File: config.mk
export PLATFORM = sky130hd
export DESIGN_NAME = dsdc_top
export DESIGN_NICKNAME = d
export VERILOG_FILES = /design/src/shared/dsdc_pkg.sv /design/src/shared/dsdc_tmr_if.sv /design/src/verilog/dsdc_discard_timer.sv /design/src/verilog/dsdc_top.sv
export VERILOG_INCLUDE_DIRS = /design/src /design/src/shared
export SDC_FILE = /design/constraint.sdc
export NUM_CORES = 1
export LEC_CHECK = 0
export ABC_AREA = 1
export BUFFER_PORTS_ARGS = -buffer_cell sky130_fd_sc_hd__buf_2
export CORE_AREA = 2 2 111 113
export CTS_CLUSTER_SIZE = 20
export DETAILED_ROUTE_END_ITERATION = 6
export DIE_AREA = 0 0 113 115
export PLACE_DENSITY_LB_ADDON = 0.05
export SETUP_SLACK_MARGIN = 0.2
export SYNTH_ARGS = -nofsm -noshare
export SYNTH_HDL_FRONTEND = slang
export SYNTH_SLANG_ARGS = --single-unit
File: constraint.sdc
create_clock -name mclk -period 1.7 [get_ports mclk]
set_input_delay 0.085 -clock mclk [delete_from_list [all_inputs] [get_ports mclk]]
set_output_delay 0.085 -clock mclk [all_outputs]
set_load 0.02 [all_outputs]
File: src/shared/dsdc_consts.svh
`ifndef DSDC_CONSTS_SVH
`define DSDC_CONSTS_SVH
// Register indices; byte address is four times the index
`define DSDC_IDX_ID 10'h000
`define DSDC_IDX_DIAG 10'h093
`define DSDC_IDX_REQSEL 10'h094
`define DSDC_IDX_WIN 10'h098
`define DSDC_IDX_IRQ_STAT 10'h09c
`define DSDC_IDX_IRQ_MASK 10'h09d
`define DSDC_IDX_ROUTE 10'h09e
// Reset values
`define DSDC_DIAG_RST 8'h61
`define DSDC_REQSEL_RST 2'h0
`define DSDC_WIN_BASE_RST 12'h000
`define DSDC_WIN_WIDTH_RST 2'h0
`define DSDC_WIN_EN_RST 1'b0
`define DSDC_ROUTE_RST 5'h00
// Diagnostic field positions
`define DSDC_B_ID_MASK 7
`define DSDC_B_SPARE 6
`define DSDC_B_ROUTE_SEL 5
`define DSDC_B_DT_OFF 4
`define DSDC_B_RETRY_LONG 3
`define DSDC_B_CARD_DISC 2
`define DSDC_B_HOST_DISC 1
`define DSDC_B_ASYNC 0
// Interrupt status bit positions
`define DSDC_S_STCHG 0
`define DSDC_S_RETRY 1
`define DSDC_S_CARD_DISC 2
`define DSDC_S_HOST_DISC 3
// Timing counts in clocks
`define DSDC_RETRY_SHORT 7'd16
`define DSDC_RETRY_LONG 7'd64
`define DSDC_DISCARD_SHORT 32'd1024
`define DSDC_DISCARD_LONG 32'd32768
`endif

File: src/shared/dsdc_pkg.sv
`default_nettype none
package dsdc_pkg;
  typedef enum logic [1:0] {pin_off, pin_spkr, pin_iois16, pin_inpack} dsdc_pin_t;
  typedef enum logic [1:0] {width_8, width_16, width_rsv2, width_rsv3} dsdc_width_t;
  typedef enum logic [1:0] {retry_idle, retry_wait, retry_done} dsdc_retry_st_t;
endpackage : dsdc_pkg
`default_nettype wire

File: src/shared/dsdc_tmr_if.sv
`timescale 1ns/1ps
`default_nettype none
interface dsdc_tmr_if;
  logic start;
  logic cancel;
  logic short_sel;
  logic expire;
  modport ctrl (output start, output cancel, output short_sel, input expire);
  modport tmr (input start, input cancel, input short_sel, output expire);
endinterface : dsdc_tmr_if
`default_nettype wire

File: src/verilog/dsdc_discard_timer.sv
`timescale 1ns/1ps
`default_nettype none
`include "dsdc_consts.svh"
module dsdc_discard_timer #(
  parameter int unsigned LONG_CYC = `DSDC_DISCARD_LONG,
  parameter int unsigned SHORT_CYC = `DSDC_DISCARD_SHORT
) (
  input wire logic mclk,
  input wire logic srst,
  dsdc_tmr_if.tmr tif
);
  logic [15:0] cnt_r;
  logic armed_r;
  logic expire_r;
  wire [15:0] limit = tif.short_sel ? 16'(SHORT_CYC - 1) : 16'(LONG_CYC - 1);
  wire hit = armed_r && (cnt_r == limit);

  always_ff @(posedge mclk) begin
    if (srst) begin
      cnt_r <= 16'h0000;
      armed_r <= 1'b0;
      expire_r <= 1'b0;
    end else begin
      expire_r <= hit && !tif.cancel && !tif.start;
      if (tif.start) begin
        armed_r <= 1'b1;
        cnt_r <= 16'h0000;
      end else if (tif.cancel || hit) begin
        armed_r <= 1'b0;
      end else if (armed_r) begin
        cnt_r <= cnt_r + 16'h0001;
      end
    end
  end

  assign tif.expire = expire_r;

  tmr_expire_cause_a: assert property (@(posedge mclk) disable iff (srst)
    tif.expire |-> $past(armed_r) && $past(cnt_r) == $past(limit))
    else $error("discard expiry without a full count");
endmodule : dsdc_discard_timer
`default_nettype wire

File: src/verilog/dsdc_top.sv
`timescale 1ns/1ps
`default_nettype none
`include "dsdc_consts.svh"
module dsdc_top #(
  parameter logic [15:0] VENDOR_ID = 16'h1234, // Arbitrary value
  parameter logic [15:0] DEVICE_ID = 16'h5678, // Arbitrary value
  parameter int unsigned DISCARD_LONG_CYC = `DSDC_DISCARD_LONG,
  parameter int unsigned DISCARD_SHORT_CYC = `DSDC_DISCARD_SHORT
) (
  input wire logic mclk,
  input wire logic srst,
  input wire logic psel,
  input wire logic penable,
  input wire logic pwrite,
  input wire logic [11:0] paddr,
  input wire logic [31:0] pwdata,
  output logic pready,
  output logic [31:0] prdata,
  output logic pslverr,
  output logic irq,
  input wire logic card_status_change,
  output logic status_change_legacy,
  input wire logic target_wait,
  output logic retry_now,
  output logic delayed_txn_en,
  input wire logic card_dt_start,
  input wire logic card_dt_claim,
  input wire logic host_dt_start,
  input wire logic host_dt_claim,
  output logic card_dt_discard,
  output logic host_dt_discard,
  input wire logic card_spkr,
  input wire logic card_iois16,
  input wire logic card_inpack,
  output logic card_dma_request,
  input wire logic io_addr_valid,
  input wire logic [31:0] io_addr,
  output logic dma_window_hit,
  output logic dma_width_16
);
  logic [7:0] diag_r;
  dsdc_pkg::dsdc_pin_t dma_request_pin_select_r;
  logic [11:0] dma_window_base_r;
  dsdc_pkg::dsdc_width_t dma_transfer_width_r;
  logic dma_window_decode_enable_r;
  logic [3:0] irq_stat_r;
  logic [3:0] irq_stat_nxt;
  logic [3:0] irq_mask_r;
  logic [4:0] route_r;
  logic [31:0] prdata_nxt;
  logic stchg_dly_r;
  dsdc_pkg::dsdc_retry_st_t retry_st_r;
  logic [6:0] wait_cnt_r;

  // APB decode
  wire [9:0] idx = paddr[11:2];
  wire setup = psel && !penable;
  wire wr_go = psel && penable && pready && pwrite;
  wire hit_id = (idx == `DSDC_IDX_ID);
  wire hit_diag = (idx == `DSDC_IDX_DIAG);
  wire hit_reqsel = (idx == `DSDC_IDX_REQSEL);
  wire hit_win = (idx == `DSDC_IDX_WIN);
  wire hit_stat = (idx == `DSDC_IDX_IRQ_STAT);
  wire hit_mask = (idx == `DSDC_IDX_IRQ_MASK);
  wire hit_route = (idx == `DSDC_IDX_ROUTE);
  wire mapped = hit_id | hit_diag | hit_reqsel | hit_win | hit_stat | hit_mask | hit_route;
  wire id_mask = diag_r[`DSDC_B_ID_MASK];
  wire dt_off = diag_r[`DSDC_B_DT_OFF];

  wire [31:0] id_word = id_mask ? 32'hffffffff : {DEVICE_ID, VENDOR_ID};
  wire [31:0] reqsel_word = {30'h00000000, dma_request_pin_select_r};
  // extended bit and upper half read zero
  wire [31:0] win_word = {16'h0000, dma_window_base_r, 1'b0, dma_transfer_width_r,
                          dma_window_decode_enable_r};

  always_comb begin
    prdata_nxt = 32'h00000000;
    if (hit_id) prdata_nxt = id_word;
    else if (hit_diag) prdata_nxt = {24'h000000, diag_r};
    else if (hit_reqsel) prdata_nxt = reqsel_word;
    else if (hit_win) prdata_nxt = win_word;
    else if (hit_stat) prdata_nxt = {28'h0000000, irq_stat_r};
    else if (hit_mask) prdata_nxt = {28'h0000000, irq_mask_r};
    else if (hit_route) prdata_nxt = {24'h000000, route_r[4:1], 3'h0, route_r[0]};
  end

  // One wait-free access phase; data latched in setup
  always_ff @(posedge mclk) begin
    if (srst) begin
      pready <= 1'b0;
      prdata <= 32'h00000000;
      pslverr <= 1'b0;
    end else begin
      pready <= setup;
      pslverr <= setup && !mapped;
      if (setup && !pwrite) prdata <= prdata_nxt;
    end
  end

  // whole byte writable, bit 6 kept as plain storage
  always_ff @(posedge mclk) begin
    if (srst) diag_r <= `DSDC_DIAG_RST;
    else if (wr_go && hit_diag) diag_r <= pwdata[7:0];
  end

  // two-bit pin field only; decode off at reset
  always_ff @(posedge mclk) begin
    if (srst) begin
      dma_request_pin_select_r <= dsdc_pkg::dsdc_pin_t'(`DSDC_REQSEL_RST);
      dma_window_base_r <= `DSDC_WIN_BASE_RST;
      dma_transfer_width_r <= dsdc_pkg::dsdc_width_t'(`DSDC_WIN_WIDTH_RST);
      dma_window_decode_enable_r <= `DSDC_WIN_EN_RST;
    end else if (wr_go && hit_reqsel) begin
      dma_request_pin_select_r <= dsdc_pkg::dsdc_pin_t'(pwdata[1:0]);
    end else if (wr_go && hit_win) begin
      dma_window_base_r <= pwdata[15:4];
      dma_transfer_width_r <= dsdc_pkg::dsdc_width_t'(pwdata[2:1]);
      dma_window_decode_enable_r <= pwdata[0];
    end
  end

  // Stand-ins for the legacy 803 bit 4 and 805 bits 7:4
  always_ff @(posedge mclk) begin
    if (srst) route_r <= `DSDC_ROUTE_RST;
    else if (wr_go && hit_route) route_r <= {pwdata[7:4], pwdata[0]};
  end

  always_ff @(posedge mclk) begin
    if (srst) irq_mask_r <= 4'h0;
    else if (wr_go && hit_mask) irq_mask_r <= pwdata[3:0];
  end

  // routing choice between the two legacy fields
  wire route_pci = diag_r[`DSDC_B_ROUTE_SEL] ? (route_r[4:1] == 4'h0) : route_r[0];
  // async path skips the sync stage, costing a glitch-prone input
  wire stchg_evt = diag_r[`DSDC_B_ASYNC] ? card_status_change : stchg_dly_r;

  always_ff @(posedge mclk) begin
    if (srst) begin
      stchg_dly_r <= 1'b0;
      status_change_legacy <= 1'b0;
    end else begin
      stchg_dly_r <= card_status_change;
      status_change_legacy <= stchg_evt && !route_pci;
    end
  end

  // retry limit 16 or 64 clocks
  wire [6:0] retry_lim = diag_r[`DSDC_B_RETRY_LONG] ? `DSDC_RETRY_LONG : `DSDC_RETRY_SHORT;
  wire retry_fire = (retry_st_r == dsdc_pkg::retry_wait) && target_wait
                    && (wait_cnt_r == retry_lim - 7'd1);

  always_ff @(posedge mclk) begin
    if (srst) begin
      retry_st_r <= dsdc_pkg::retry_idle;
      wait_cnt_r <= 7'h00;
      retry_now <= 1'b0;
    end else begin
      retry_now <= retry_fire;
      case (retry_st_r)
        dsdc_pkg::retry_idle: begin
          wait_cnt_r <= 7'h00;
          if (target_wait) retry_st_r <= dsdc_pkg::retry_wait;
        end
        dsdc_pkg::retry_wait: begin
          wait_cnt_r <= wait_cnt_r + 7'h01;
          if (!target_wait) retry_st_r <= dsdc_pkg::retry_idle;
          else if (retry_fire) retry_st_r <= dsdc_pkg::retry_done;
        end
        dsdc_pkg::retry_done: begin
          if (!target_wait) retry_st_r <= dsdc_pkg::retry_idle;
        end
        default: retry_st_r <= dsdc_pkg::retry_idle;
      endcase
    end
  end

  dsdc_tmr_if card_tif ();
  dsdc_tmr_if host_tif ();

  // no delayed transactions, so no discard timers start
  assign card_tif.start = card_dt_start && !dt_off;
  assign card_tif.cancel = card_dt_claim;
  assign card_tif.short_sel = diag_r[`DSDC_B_CARD_DISC];
  assign host_tif.start = host_dt_start && !dt_off;
  assign host_tif.cancel = host_dt_claim;
  assign host_tif.short_sel = diag_r[`DSDC_B_HOST_DISC];

  dsdc_discard_timer #(
    .LONG_CYC(DISCARD_LONG_CYC),
    .SHORT_CYC(DISCARD_SHORT_CYC)
  ) u_card_timer (
    .mclk(mclk),
    .srst(srst),
    .tif(card_tif.tmr)
  );

  dsdc_discard_timer #(
    .LONG_CYC(DISCARD_LONG_CYC),
    .SHORT_CYC(DISCARD_SHORT_CYC)
  ) u_host_timer (
    .mclk(mclk),
    .srst(srst),
    .tif(host_tif.tmr)
  );

  // Sticky status; a new event beats a same-cycle clear
  wire [3:0] evt = {host_tif.expire, card_tif.expire, retry_fire, stchg_evt && route_pci};
  wire [3:0] w1c = (wr_go && hit_stat) ? pwdata[3:0] : 4'h0;
  assign irq_stat_nxt = (irq_stat_r & ~w1c) | evt;

  always_ff @(posedge mclk) begin
    if (srst) begin
      irq_stat_r <= 4'h0;
      irq <= 1'b0;
      delayed_txn_en <= 1'b0;
      card_dt_discard <= 1'b0;
      host_dt_discard <= 1'b0;
    end else begin
      irq_stat_r <= irq_stat_nxt;
      irq <= |(irq_stat_nxt & irq_mask_r);
      delayed_txn_en <= !dt_off;
      card_dt_discard <= card_tif.expire;
      host_dt_discard <= host_tif.expire;
    end
  end

  // request pin mux; off means nothing sampled
  wire req_pin_mux = (dma_request_pin_select_r == dsdc_pkg::pin_spkr) ? card_spkr :
                  (dma_request_pin_select_r == dsdc_pkg::pin_iois16) ? card_iois16 :
                  (dma_request_pin_select_r == dsdc_pkg::pin_inpack) ? card_inpack : 1'b0;
  // 16-byte slot below 64K; upper half must be zero
  wire win_match = (io_addr[31:16] == 16'h0000) && (io_addr[15:4] == dma_window_base_r);
  // reserved widths fall back to 8 bits; 01 is 16-bit
  wire width16 = (dma_transfer_width_r == dsdc_pkg::width_16);

  always_ff @(posedge mclk) begin
    if (srst) begin
      card_dma_request <= 1'b0;
      dma_window_hit <= 1'b0;
      dma_width_16 <= 1'b0;
    end else begin
      card_dma_request <= req_pin_mux;
      dma_window_hit <= io_addr_valid && dma_window_decode_enable_r && win_match;
      dma_width_16 <= width16;
    end
  end

  diag_reset_a: assert property (@(posedge mclk)
    $fell(srst) |-> diag_r == `DSDC_DIAG_RST)
    else $error("diagnostic reset value wrong");

  id_mask_a: assert property (@(posedge mclk) disable iff (srst)
    setup && !pwrite && hit_id |=>
    prdata == ($past(id_mask) ? 32'hffffffff : {DEVICE_ID, VENDOR_ID}))
    else $error("identity read mask wrong");

  reqsel_rsvd_a: assert property (@(posedge mclk) disable iff (srst)
    setup && !pwrite && hit_reqsel |=> prdata[31:2] == 30'h00000000)
    else $error("request select upper bits not zero");

  ext_zero_a: assert property (@(posedge mclk) disable iff (srst)
    setup && !pwrite && hit_win |=> prdata[3] == 1'b0 && prdata[31:16] == 16'h0000)
    else $error("window register fixed bits not zero");

  dma_off_a: assert property (@(posedge mclk) disable iff (srst)
    dma_request_pin_select_r == dsdc_pkg::pin_off |=> !card_dma_request)
    else $error("request raised while pin select off");

  retry_limit_a: assert property (@(posedge mclk) disable iff (srst)
    retry_now |-> $past(wait_cnt_r) == ($past(diag_r[3]) ? 7'd63 : 7'd15))
    else $error("retry fired at wrong count");

  win_off_a: assert property (@(posedge mclk) disable iff (srst)
    !dma_window_decode_enable_r |=> !dma_window_hit)
    else $error("window hit while decode disabled");

  width_cap_a: assert property (@(posedge mclk) disable iff (srst)
    dma_width_16 |-> $past(dma_transfer_width_r) == dsdc_pkg::width_16)
    else $error("wide transfer without 16-bit code");

  dt_off_a: assert property (@(posedge mclk) disable iff (srst)
    diag_r[`DSDC_B_DT_OFF] |=> !delayed_txn_en)
    else $error("delayed transactions left enabled");

  async_stchg_a: assert property (@(posedge mclk) disable iff (srst)
    diag_r[0] && card_status_change && route_pci |=> irq_stat_r[0])
    else $error("async status change not captured at once");
endmodule : dsdc_top
`default_nettype wire
==> metrics.txt, run 1 <==
result of the run finished with violations; violations in the final reports design-rule violations; maximum fanout along the worst path 7; worst path cell trace ha_4 -> nand2_4 -> nor3_4 -> inv_2 -> nor2_2 -> nand2_2 -> nand2_4 -> clkinvlp_4 -> nand3b_1 -> a21oi_1; internal power summed over all cells 0.00511 W; GR Layer Usage met2 a little over two fifths; leading cell types by total area after synthesis dfxtp_1 40%, nand2_1 11%, a21oi_1 6.9%, o21ai_0 5.8%, inv_1 5.6%; main flop type after synthesis dfxtp_1; H-Tree Level Count 4; clock network latency to the later pin of the worst-skew pair 0.41 ns; Post-Route WL 16000 um; NetSw ~0.0015 W; R2R cell count 10; overall overflow remaining after global route 0; final hold vios 0; slowest library cell on the worst path dfxtp_4; clock-pin slew on the worst setup and hold paths approximately 0.050 ns; Top Usage Layer GRT met2; sequential power share between 40% and 50%; Max Fclk ~610 MHz; cell occurring most often along the worst timing path nand2_4; Power per Cell Area between 800 and 900 mW/mm2; layout cells sized above 1 around a third; DRT antenna net count 0; hold path startpoint pwdata[7]; Overall Global Routing Usage approximately a quarter; Worst Setup Start Kind flop; routed vias 5762; crit end category flop; CTS buffer count 17; Register-to-Register Setup Slack around 0.053 ns; half-perimeter wire length after detailed placement ~11000 um; total number of nets in the final design between 1000 and 1500; number of fill cells approximately 1000; post-detailed-route wirelength per cell about 14 um; relative max-transition margin about two thirds; final routed DRC violation total 2; number of search-and-repair iterations in the first detailed-routing pass 7; count of max-cap constraint violations 0; vias in the first global route ~5600; share of total power consumed by net switching 23.0%; Yosys Warn Count 0; Post-Layout Cell Count 1106; area fraction of the dominant cell type after synthesis 40.3%; clk buf depth 2; fraction of met3 tracks used by global routing roughly 5.1%; total setup violations reported at the end of the flow 0; antenna violations before repair 0; clock skew between 0.006 and 0.007 ns; synthesized area divided by synthesized cell count just over 7 um2; static power due to leakage 3.23 nW; cell taking the most area after synthesis dfxtp_1; Largest stage delay, worst path around 0.35 ns; final hold slack around 0.0059 ns; Antenna Cells 0; cell area after synthesis 0.00561 mm2; count of flip-flops with a built-in enable after synthesis 0; required time reported for the critical path endpoint between 1.5 and 2 ns; Hold Path Cell Cnt 3; Die Wd around 110 um; number of register bits inferred by synthesis between 100 and 150; fraction of the cycle the final worst path needs slightly below 100%; Clk pwr share between 50% and 60%; share of the yosys chip area belonging to registers 40.3%; unrepaired setup endpoints after global routing true; global-route wire length before repair ~26000 um; count of pins over their slew limit 0; met1 capacity usage during global routing 31.5%; worst path bufs/invs 2; startpoint-to-endpoint class of the critical path flop to flop; post-synthesis cell count 782; initial drt markers about 340; end point of the worst hold path dma_window_base_r[3]$_SDFFE_PP0P_; Die Height between 100 and 150 um; measured slew at the worst slew-check pin approximately 0.47 ns; Boundary Pins around 130; Initial Util 47.5%; pin count of the biggest net entering global routing 36; Final GP Congestion between 0.8 and 0.9; total die area 0.0130 mm2; core box area about 0.012 mm2; leading cell type by number of instances after synthesis nand2_1; dominant delay contributor by cell family on the critical path simple AND/OR/NAND/NOR gates; clock period minus worst slack 1.65 ns; leading cell types by count after synthesis 162 x nand2_1, 113 x dfxtp_1, 83 x inv_1, 77 x a21oi_1, 65 x o21ai_0; clock tree root driver cell clkbuf_16; clock tree from TritonCTS yes; fraction of registers with async set/reset 0%; Port-buffer cells 111; combinational cell fraction of total power slightly below 8%; Worst IR Drop VDD between 0.6 and 0.7 mV; end of the worst register-to-register path u_host_timer.cnt_r[6]$_SDFFE_PP0P_; class of the worst hold path primary input to flop; synthesis-to-layout area growth 37.3%; detailed-route vias per instance 5.21; sink count of the clock tree 113; Synthesized Nets 876; cell total after placement between 1000 and 1500; Crit Reg-Reg Startpoint u_host_timer.cnt_r[0]$_SDFFE_PP0P_; Data arrival, critical path approximately 1.9 ns; count of unique library cells instantiated by Yosys 46; standard-cell rows 40
-- placed cells by master, fill, tap and decap left out, types with 5 or more instances in the layout --
cell,instances
xor2_1,16
nor2_1,58
buf_2,111
xnor2_1,8
nand3_1,38
dfxtp_1,100
dfxtp_2,7
nand4_1,14
clkbuf_16,17
dlygate4sd3_1,22
o21ai_0,59
nand2_1,138
inv_1,80
buf_4,36
nor2_2,6
buf_6,5
clkbuf_8,6
nand2_4,15
a21oi_2,25
nor4_1,6
nand2_2,22
inv_2,11
o21ai_1,8
nor3_1,18
dfxtp_4,6
a21oi_1,60
-- tightest hold or removal path, delay by kind of cell --
kind	cells	cell delay [ns]
buffers and inverters	1	0.11
AO/OA/AOI/OAI	2	0.18
-- worst max-delay path by stage --
stage	slack [ns]	cells after the start	to	startpoint
CTS	0.12	10	u_host_timer.cnt_r[6]$_SDFFE_PP0P_	u_host_timer.cnt_r[1]$_SDFFE_PP0P_
floorplan	0.20	10	u_card_timer.cnt_r[5]$_SDFFE_PP0P_	u_card_timer.cnt_r[1]$_SDFFE_PP0P_
global route	-0.04	10	u_host_timer.cnt_r[6]$_SDFFE_PP0P_	u_host_timer.cnt_r[0]$_SDFFE_PP0P_
finish	0.05	10	u_host_timer.cnt_r[6]$_SDFFE_PP0P_	u_host_timer.cnt_r[0]$_SDFFE_PP0P_
global placement	0.13	11	u_host_timer.cnt_r[5]$_SDFFE_PP0P_	u_host_timer.cnt_r[0]$_SDFFE_PP0P_
detailed placement	0.09	9	u_card_timer.cnt_r[13]$_SDFFE_PP0P_	u_card_timer.cnt_r[0]$_SDFFE_PP0P_
-- flip-flops by register name (all words and copies together), names as in the netlist, 2 cells and up --
name	flops
prdata	18
irq_stat_r	4
diag_r	8
dma_window_base_r	12
irq_mask_r	4
u_host_timer.cnt_r	16
wait_cnt_r	7
u_card_timer.cnt_r	16
route_r	5
dma_transfer_width_r	2
retry_st_r	2
dma_request_pin_select_r	2
-- per-layer routing --
metal	wire (um)	vias to the layer above	share of wire [%]
met3	725	27	4.5
li1	-	2896	-
met5	0	-	0
met4	316	0	2.0
met1	7130	2678	44
met2	7850	161	49
-- final cells by class --
type                    instances  area [um2]  share of cell area [%]
repair buffers                179        1210                    15.7
repair inverters                1        7.51                  0.0974
clock inverters                 5        50.0                   0.649
clock buffers                  26         519                    6.74
flip-flops and latches        113        2290                    29.8
well taps                     147         184                    2.39
multi-input cells             540        3080                    39.9
inverters                      95         368                    4.77
-- cells by family (layout without fill, tap and decap cells) --
logic type,after synthesis,in the layout,synth area share [%]
fa+ha+maj,3,3,0.669
flops,113,113,40.3
compound gates,172,172,16.8
simple gates,341,341,28.2
buf+inv,129,306,10.3
xor+xnor,24,24,3.74
-- power groups by stage --
stage / logic (W) / registers, W / clock network (W)
global placement: 0.000402 / 0.00276 / 0
finish: 0.000513 / 0.00269 / 0.00343
CTS: 0.000490 / 0.00270 / 0.00345
detailed placement: 0.000409 / 0.00276 / 0
global route: 0.000557 / 0.00270 / 0.00360
floorplan: 0.000221 / 0.00278 / 0
-- timing repair --
| action | in CTS | in global routing |
|---|---|---|
| cloned | 2 | 0 |
| buffers inserted | 15 | 4 |
| endpoints found under the setup margin | 33 | 58 |
| hold endpoints to repair | 20 | 1 |
| hold buffers | 21 | 1 |
| gates resized for setup | 41 | 63 |
| pin swaps | 14 | 20 |
-- metrics by stage --
stage | util, % | power [W] | instance area [um2] | setup TNS (ns) | setup WS, ns
2_1_floorplan | - | 0.00300 | 5660 | 0 | 0.203
3_3_place_gp | 54.0 | 0.00316 | 6370 | 0 | 0.128
3_5_place_dp | 54.0 | 0.00317 | 6370 | 0 | 0.0936
5_1_grt | 65.3 | 0.00685 | 7710 | -0.243 | -0.0368
4_1_cts | 63.2 | 0.00664 | 7470 | 0 | 0.118
6_report | 65.3 | 0.00664 | 7710 | 0 | 0.0526
Note: power is estimated with default switching activity, not from simulation.
==> run 2: changes to the inputs <==
--- a/config.mk
+++ b/config.mk
@@ -8,12 +8,13 @@
 export LEC_CHECK = 0
 export ABC_AREA = 1
 export BUFFER_PORTS_ARGS = -buffer_cell sky130_fd_sc_hd__buf_2
-export CORE_AREA = 2 2 111 113
+export CORE_AREA = 2 2 122 124
 export CTS_CLUSTER_SIZE = 20
 export DETAILED_ROUTE_END_ITERATION = 6
-export DIE_AREA = 0 0 113 115
+export DIE_AREA = 0 0 124 126
 export PLACE_DENSITY_LB_ADDON = 0.05
 export SETUP_SLACK_MARGIN = 0.2
 export SYNTH_ARGS = -nofsm -noshare
 export SYNTH_HDL_FRONTEND = slang
 export SYNTH_SLANG_ARGS = --single-unit
+export TNS_END_PERCENT = 30
==> run 2 against run 1 <==
  * The flow now finishes without violations
  * Setup slack got worse by 0.015 ns
  * Clock power rose by 2%
  * Final cell count increased by 3.0%
  * Maximum frequency down 0.90%
  * Critical endpoint is now u_host_timer.cnt_r[5]$_SDFFE_PP0P_
  * Largest power group unchanged
  * Highest routed layer unchanged
==> metrics.txt, run 2 (synthesis results as in run 1) <==
result of the run complete, no violations (was finished with violations); static power due to leakage 3.17 nW (was 3.23 nW); final hold vios 0 (unchanged); most common library cell in the layout ignoring fill and taps nand2_1 (unchanged); clock tree root driver cell clkbuf_16 (unchanged); Largest stage delay, worst path 0.36 ns (was 0.35 ns); top library cells by usage in the layout, fill and taps aside 142 x nand2_1, 111 x buf_2, 100 x dfxtp_1 (was 138 x nand2_1, 111 x buf_2, 100 x dfxtp_1); fraction of the cycle the final worst path needs 97.8% (was 96.9%); sink count of the clock tree 113 (unchanged); count of pins over their slew limit 0 (unchanged); measured slew at the worst slew-check pin 0.482 ns (was 0.470 ns); standard-cell rows 44 (was 40); count of max-cap constraint violations 0 (unchanged); Worst IR Drop VDD 0.736 mV (was 0.633 mV); Post-Route WL 16000 um (about the same); total number of nets in the final design 1037 (was 1041); Port-buffer cells 111 (unchanged); detailed-route vias per instance 5.00 (was 5.21); Data arrival, critical path 2.02 ns (was 1.93 ns); Largest register FFs 18 (unchanged); routed vias 5692 (was 5762); initial drt markers 284 (was 339); post-detailed-route wirelength per cell 14.1 um (was 14.5 um); final routed DRC violation total 0 (was 2); Worst Setup Start Kind flop (unchanged); end point of the worst hold path dma_transfer_width_r[1]$_SDFFE_PP0P_ (was dma_window_base_r[3]$_SDFFE_PP0P_); worst path bufs/invs 2 (unchanged); Pwr Total 0.00669 W (was 0.00664 W); dominant delay contributor by cell family on the critical path simple AND/OR/NAND/NOR gates (unchanged); register ranked first by flip-flop count prdata (unchanged); Post-Place Setup Slack 0.0540 ns (was 0.0936 ns); Post-Layout Cell Count 1139 (was 1106); Overall Global Routing Usage 21.1% (was 24.9%); total setup violations reported at the end of the flow 0 (unchanged); Power per Cell Area 865 mW/mm2 (was 861 mW/mm2); maximum fanout along the worst path 7 (unchanged); placed standard-cell area 0.00639 mm2 (was 0.00637 mm2); clock skew 0.00899 ns (was 0.00652 ns); clock tree from TritonCTS yes (unchanged); DRT antenna net count 0 (unchanged); overall overflow remaining after global route 0 (unchanged); Register-to-Register Setup Slack 0.04 ns (was 0.05 ns); core box area 0.0143 mm2 (was 0.0118 mm2); synthesis-to-layout area growth 37.7% (was 37.3%); pin count of the biggest net entering global routing 54 (was 36); clk buf depth 2 (unchanged); number of search-and-repair iterations in the first detailed-routing pass 5 (was 7); clock period minus worst slack 1.66 ns (was 1.65 ns); worst path cell trace ha_4 -> nand2_4 -> nor3_4 -> inv_2 -> nor2_2 -> nand2_2 -> nand2_4 -> clkinvlp_4 -> nand3_2 -> nand2_2 -> a21oi_2 (was ha_4 -> nand2_4 -> nor3_4 -> inv_2 -> nor2_2 -> nand2_2 -> nand2_4 -> clkinvlp_4 -> nand3b_1 -> a21oi_1); design area 0.00773 mm2 (was 0.00771 mm2); layout cells sized above 1 31.5% (was 31.9%); clock network latency to the later pin of the worst-skew pair 0.42 ns (was 0.41 ns); clock-pin slew on the worst setup and hold paths 0.06 ns (was 0.05 ns); Initial Util 39.2% (was 47.5%); Hold Path Cell Cnt 3 (unchanged); Regs by FF count prdata x18, u_card_timer.cnt_r x16, u_host_timer.cnt_r x16 (unchanged); H-Tree Level Count 4 (unchanged); cell total after placement 1067 (was 1032); R2R cell count 11 (was 10); unrepaired setup endpoints after global routing true (unchanged); CTS buffer count 17 (unchanged); required time reported for the critical path endpoint 2.06 ns (was 1.98 ns); Die Wd 124 um (was 113 um); Max Fclk 602 MHz (was 607 MHz); Antenna Cells 0 (unchanged); Die Height 126 um (was 115 um); end of the worst register-to-register path u_host_timer.cnt_r[5]$_SDFFE_PP0P_ (was u_host_timer.cnt_r[6]$_SDFFE_PP0P_); relative max-transition margin 67.5% (was 68.6%); Final GP Congestion 0.907 (was 0.899); hold path startpoint pwdata[2] (was pwdata[7]); total die area 0.0156 mm2 (was 0.0130 mm2); fin worst setup slack 0.0376 ns (was 0.0526 ns); Boundary Pins 134 (unchanged); startpoint-to-endpoint class of the critical path flop to flop (unchanged); slowest library cell on the worst path dfxtp_4 (unchanged); crit end category flop (unchanged); class of the worst hold path primary input to flop (unchanged); half-perimeter wire length after detailed placement 11100 um (was 10700 um); antenna violations before repair 0 (unchanged); global-route wire length before repair 26000 um (was 26100 um); Crit Reg-Reg Startpoint u_host_timer.cnt_r[0]$_SDFFE_PP0P_ (unchanged); vias in the first global route 5486 (was 5554)
## run 2: tightest hold or removal path, stage by stage
cell	delay, ns
buf_2	0.11
o21ai_0	0.08
a21oi_1	0.10
## run 2: layer usage
layer | wire length [um] | GRT usage (%) | up-vias
li1 | - | - | 2908
met3 | 606 | 5.16 | 11
met2 | 8060 | 35.3 | 112
met4 | 133 | 5.82 | 0
met5 | 0 | 0 | -
met1 | 7230 | 26.9 | 2661
## run 2: worst max path at each step
stage	slack, ns	startpoint	end	cells past startpoint
floorplan	0.20	u_card_timer.cnt_r[1]$_SDFFE_PP0P_	u_card_timer.cnt_r[5]$_SDFFE_PP0P_	10
global placement	0.08	u_host_timer.cnt_r[0]$_SDFFE_PP0P_	u_host_timer.cnt_r[5]$_SDFFE_PP0P_	11
detailed placement	0.05	u_host_timer.cnt_r[0]$_SDFFE_PP0P_	u_host_timer.cnt_r[5]$_SDFFE_PP0P_	11
CTS	0.1	u_host_timer.cnt_r[1]$_SDFFE_PP0P_	u_host_timer.cnt_r[5]$_SDFFE_PP0P_	11
global route	-0.08	u_host_timer.cnt_r[0]$_SDFFE_PP0P_	u_host_timer.cnt_r[5]$_SDFFE_PP0P_	11
finish	0.04	u_host_timer.cnt_r[0]$_SDFFE_PP0P_	u_host_timer.cnt_r[5]$_SDFFE_PP0P_	11
## run 2: power by group
| part | switching [W] | internal (W) | leakage [nW] |
|---|---|---|---|
| logic | 0.000291 | 0.000216 | 1.97 |
| clock network | 0.00131 | 0.00218 | 0.278 |
| registers | 0.0000192 | 0.00267 | 0.922 |
| total | 0.00162 | 0.00507 | 3.17 |
## run 2: through the flow
stage / hold slack [ns] / TNS, ns / util, %
finish: 0.00127 / 0 / 54.0
global placement: 0.287 / 0 / 44.6
detailed placement: 0.292 / 0 / 44.6
global route: 0.0236 / -0.403 / 54.0
CTS: 0.000196 / 0 / 51.9
floorplan: 0.163 / 0 / -
## run 2: what timing repair did
action / CTS / global route
gates cloned: 2 / 0
hold buffers: 27 / 0
setup endpoints to repair: 33 / 44
hold endpoints to repair: 29 / 0
gates resized for setup: 19 / 88
buffers inserted: 12 / 0
pin swaps: 5 / 37
## run 2: layout make-up
cell class                      instances  area, um2
Fill cell                            1419       6580
Timing Repair Buffer                  175       1180
Clock buffer                           18        439
Multi-Input combinational cell        540       3070
Timing Repair inverter                  1       7.51
Tap cell                              184        230
Clock inverter                         13        138
Sequential cell                       113       2290
Inverter                               95        368
==> run 3: changes to the inputs <==
--- a/config.mk
+++ b/config.mk
@@ -12,6 +12,7 @@
 export CTS_CLUSTER_SIZE = 20
 export DETAILED_ROUTE_END_ITERATION = 6
 export DIE_AREA = 0 0 124 126
+export MAX_ROUTING_LAYER = met4
 export PLACE_DENSITY_LB_ADDON = 0.05
 export SETUP_SLACK_MARGIN = 0.2
 export SYNTH_ARGS = -nofsm -noshare
==> constraint.sdc (replaced) <==
create_clock -name mclk -period 1.7 [get_ports mclk]
set_input_delay 0 -clock mclk [delete_from_list [all_inputs] [get_ports mclk]]
set_output_delay 0 -clock mclk [all_outputs]
set_load 0.02 [all_outputs]
==> run 3 against run 2 <==
  * Flip-flop and latch count is the same
  * Maximum frequency grew 9.0%
  * Critical path depth fell by 2
  * Final cell count is 1.8% higher
  * Core utilization rose by 0.13 points
  * Power grew 6.2%
  * Register-to-register slack gained 0.14 ns
  * Via count about the same
  * Hold slack improved by 0.020 ns
  * Clock-buffer cell count up 4
==> metrics.txt, run 3 (synthesis results as in run 1) <==
cell total after placement 1065 (was 1067); standard-cell rows 44 (unchanged); Final GP Congestion 0.903 (was 0.907); clock-pin slew on the worst setup and hold paths 0.05 ns (was 0.06 ns); Initial Util 39.2% (unchanged); measured slew at the worst slew-check pin 0.512 ns (was 0.482 ns); clock period minus worst slack 1.53 ns (was 1.66 ns); core box area 0.0143 mm2 (unchanged); internal power summed over all cells 0.00557 W (was 0.00507 W); global-route wire length before repair 26000 um (about the same); Overall Global Routing Usage 21.7% (was 21.1%); sum of negative setup slack 0 ns (unchanged); pin count of the biggest net entering global routing 54 (unchanged); Data arrival, critical path 1.83 ns (was 2.02 ns); crit end category flop (unchanged); Antenna Cells 0 (unchanged); final hold vios 0 (unchanged); Worst IR Drop VDD 0.751 mV (was 0.736 mV); sink count of the clock tree 113 (unchanged); combinational cell fraction of total power 7.2% (was 7.6%); Power per Cell Area 917 mW/mm2 (was 865 mW/mm2); share of total power consumed by net switching 21.6% (was 24.2%); Post-Layout Cell Count 1159 (was 1139); synthesis-to-layout area growth 38.1% (was 37.7%); clk buf depth 2 (unchanged); CTS buffer count 17 (unchanged); Die Wd 124 um (unchanged); clock tree root driver cell clkbuf_16 (unchanged); total number of nets in the final design 1056 (was 1037); H-Tree Level Count 4 (unchanged); Port-buffer cells 111 (unchanged); layout cells sized above 1 26.6% (was 31.5%); fraction of the cycle the final worst path needs 89.7% (was 97.8%); Largest register FFs 18 (unchanged); Max Fclk 656 MHz (was 602 MHz); class of the worst hold path primary input to flop (unchanged); total die area 0.0156 mm2 (unchanged); most common library cell in the layout ignoring fill and taps nand2_1 (unchanged); relative max-transition margin 65.5% (was 67.5%); static power due to leakage 3.22 nW (was 3.17 nW); count of max-cap constraint violations 0 (unchanged); routed vias 5694 (was 5692); sequential power share 38.0% (was 40.2%); NetSw 0.00153 W (was 0.00162 W); top library cells by usage in the layout, fill and taps aside 155 x nand2_1, 111 x buf_2, 101 x dfxtp_1 (was 142 x nand2_1, 111 x buf_2, 100 x dfxtp_1); Clk pwr share 54.9% (was 52.2%); Regs by FF count prdata x18, u_card_timer.cnt_r x16, u_host_timer.cnt_r x16 (unchanged); clock skew 0.00537 ns (was 0.00899 ns); Die Height 126 um (unchanged); required time reported for the critical path endpoint 2.00 ns (was 2.06 ns); maximum fanout along the worst path 7 (unchanged); detailed-route vias per instance 4.91 (was 5.00); final routed DRC violation total 0 (unchanged); Worst Setup Start Kind flop (unchanged); unrepaired setup endpoints after global routing true (unchanged); antenna violations before repair 0 (unchanged); clock network latency to the later pin of the worst-skew pair 0.41 ns (was 0.42 ns); Boundary Pins 134 (unchanged); Post-Route WL 15900 um (was 16000 um); total setup violations reported at the end of the flow 0 (unchanged); DRT antenna net count 0 (unchanged); clock tree from TritonCTS yes (unchanged); overall overflow remaining after global route 0 (unchanged); number of search-and-repair iterations in the first detailed-routing pass 5 (unchanged); startpoint-to-endpoint class of the critical path flop to flop (unchanged); half-perimeter wire length after detailed placement 11000 um (was 11100 um); count of pins over their slew limit 0 (unchanged); register ranked first by flip-flop count prdata (unchanged); vias in the first global route 5460 (was 5486); result of the run complete, no violations (unchanged); initial drt markers 411 (was 284); post-detailed-route wirelength per cell 13.8 um (was 14.1 um)
## run 3: changes by cell type in the layout (fill, tap and decap cells not counted), moves of 3 or more
cell           previous run  this run
dfxtp_4                   6         3
a21oi_1                  59        76
o21ai_0                  62        65
dlygate4sd3_1            27        49
bufinv_16                 2         5
a21oi_2                  27        10
clkbuf_1                  0         3
nand2_2                  20        17
nand2_4                  13         3
nand2_1                 142       155
## run 3: per-stage QoR
| step | hold WS (ns) | util (%) | cell area [um2] | setup WS, ns | power, W |
|---|---|---|---|---|---|
| after floorplan | 0.0783 | - | 5650 | 0.198 | 0.00300 |
| after global placement | 0.197 | 44.7 | 6400 | 0.0825 | 0.00315 |
| after detailed placement | 0.202 | 44.7 | 6400 | 0.0749 | 0.00316 |
| after CTS | 0.00523 | 53.6 | 7680 | 0.0762 | 0.00715 |
| after global routing | 0.0626 | 54.1 | 7750 | 0.0688 | 0.00735 |
| final | 0.0216 | 54.1 | 7750 | 0.175 | 0.00711 |
## run 3: per-layer routing
metal | routed length (um) | GRT usage (%) | share of wire [%]
met5 | 0 | - | 0
met4 | 258 | 5.49 | 1.6
met1 | 7280 | 27.1 | 46
met2 | 7830 | 35.7 | 49
met3 | 580 | 4.76 | 3.6
## run 3: what timing repair did
item	in CTS	in global routing
hold buffers	49	0
cloned	1	0
endpoints found under the setup margin	34	48
setup buffers	11	1
hold endpoints to repair	47	0
resized for setup	15	25
pin swaps	11	6
## run 3: cell type report
class,instances,area [um2]
clock buffers,22,464
clock inverters,10,181
fillers,1374,6560
inverters,95,365
multi-input cells,540,2880
flip-flops and latches,113,2280
well taps,184,230
repair buffers,194,1340
repair inverters,1,7.51
## run 3: power groups by stage
stage               logic (W)  clock network [W]  registers (W)
floorplan            0.000220                  0        0.00278
global placement     0.000397                  0        0.00276
detailed placement   0.000402                  0        0.00276
CTS                  0.000500            0.00395        0.00270
global route         0.000558            0.00409        0.00270
finish               0.000510            0.00390        0.00270
## run 3: worst paths after layout
| check | startpoint | endpoint | slack, ns | depth (start not counted) |
|---|---|---|---|---|
| worst max-delay path | u_host_timer.cnt_r[12]$_SDFFE_PP0P_ | u_host_timer.cnt_r[15]$_SDFFE_PP0P_ | 0.17 | 9 |
| worst min-delay path | io_addr[12] | dma_window_hit$_SDFF_PP0_ | 0.02 | 6 |
| worst max register to register | u_host_timer.cnt_r[12]$_SDFFE_PP0P_ | u_host_timer.cnt_r[15]$_SDFFE_PP0P_ | 0.17 | 9 |
| worst min register to register | dma_transfer_width_r[1]$_SDFFE_PP0P_ | dma_width_16$_SDFF_PP0_ | 0.43 | 1 |
## run 3: worst max-delay path: stages, from the launching register on
cell	delay (ns)
dfxtp_2	0.36
nand2_2	0.08
nor3_2	0.21
nand3_1	0.09
nand2_1	0.09
nand2_2	0.08
nand2_4	0.11
clkinvlp_4	0.20
nand2_1	0.12
a21oi_1	0.06
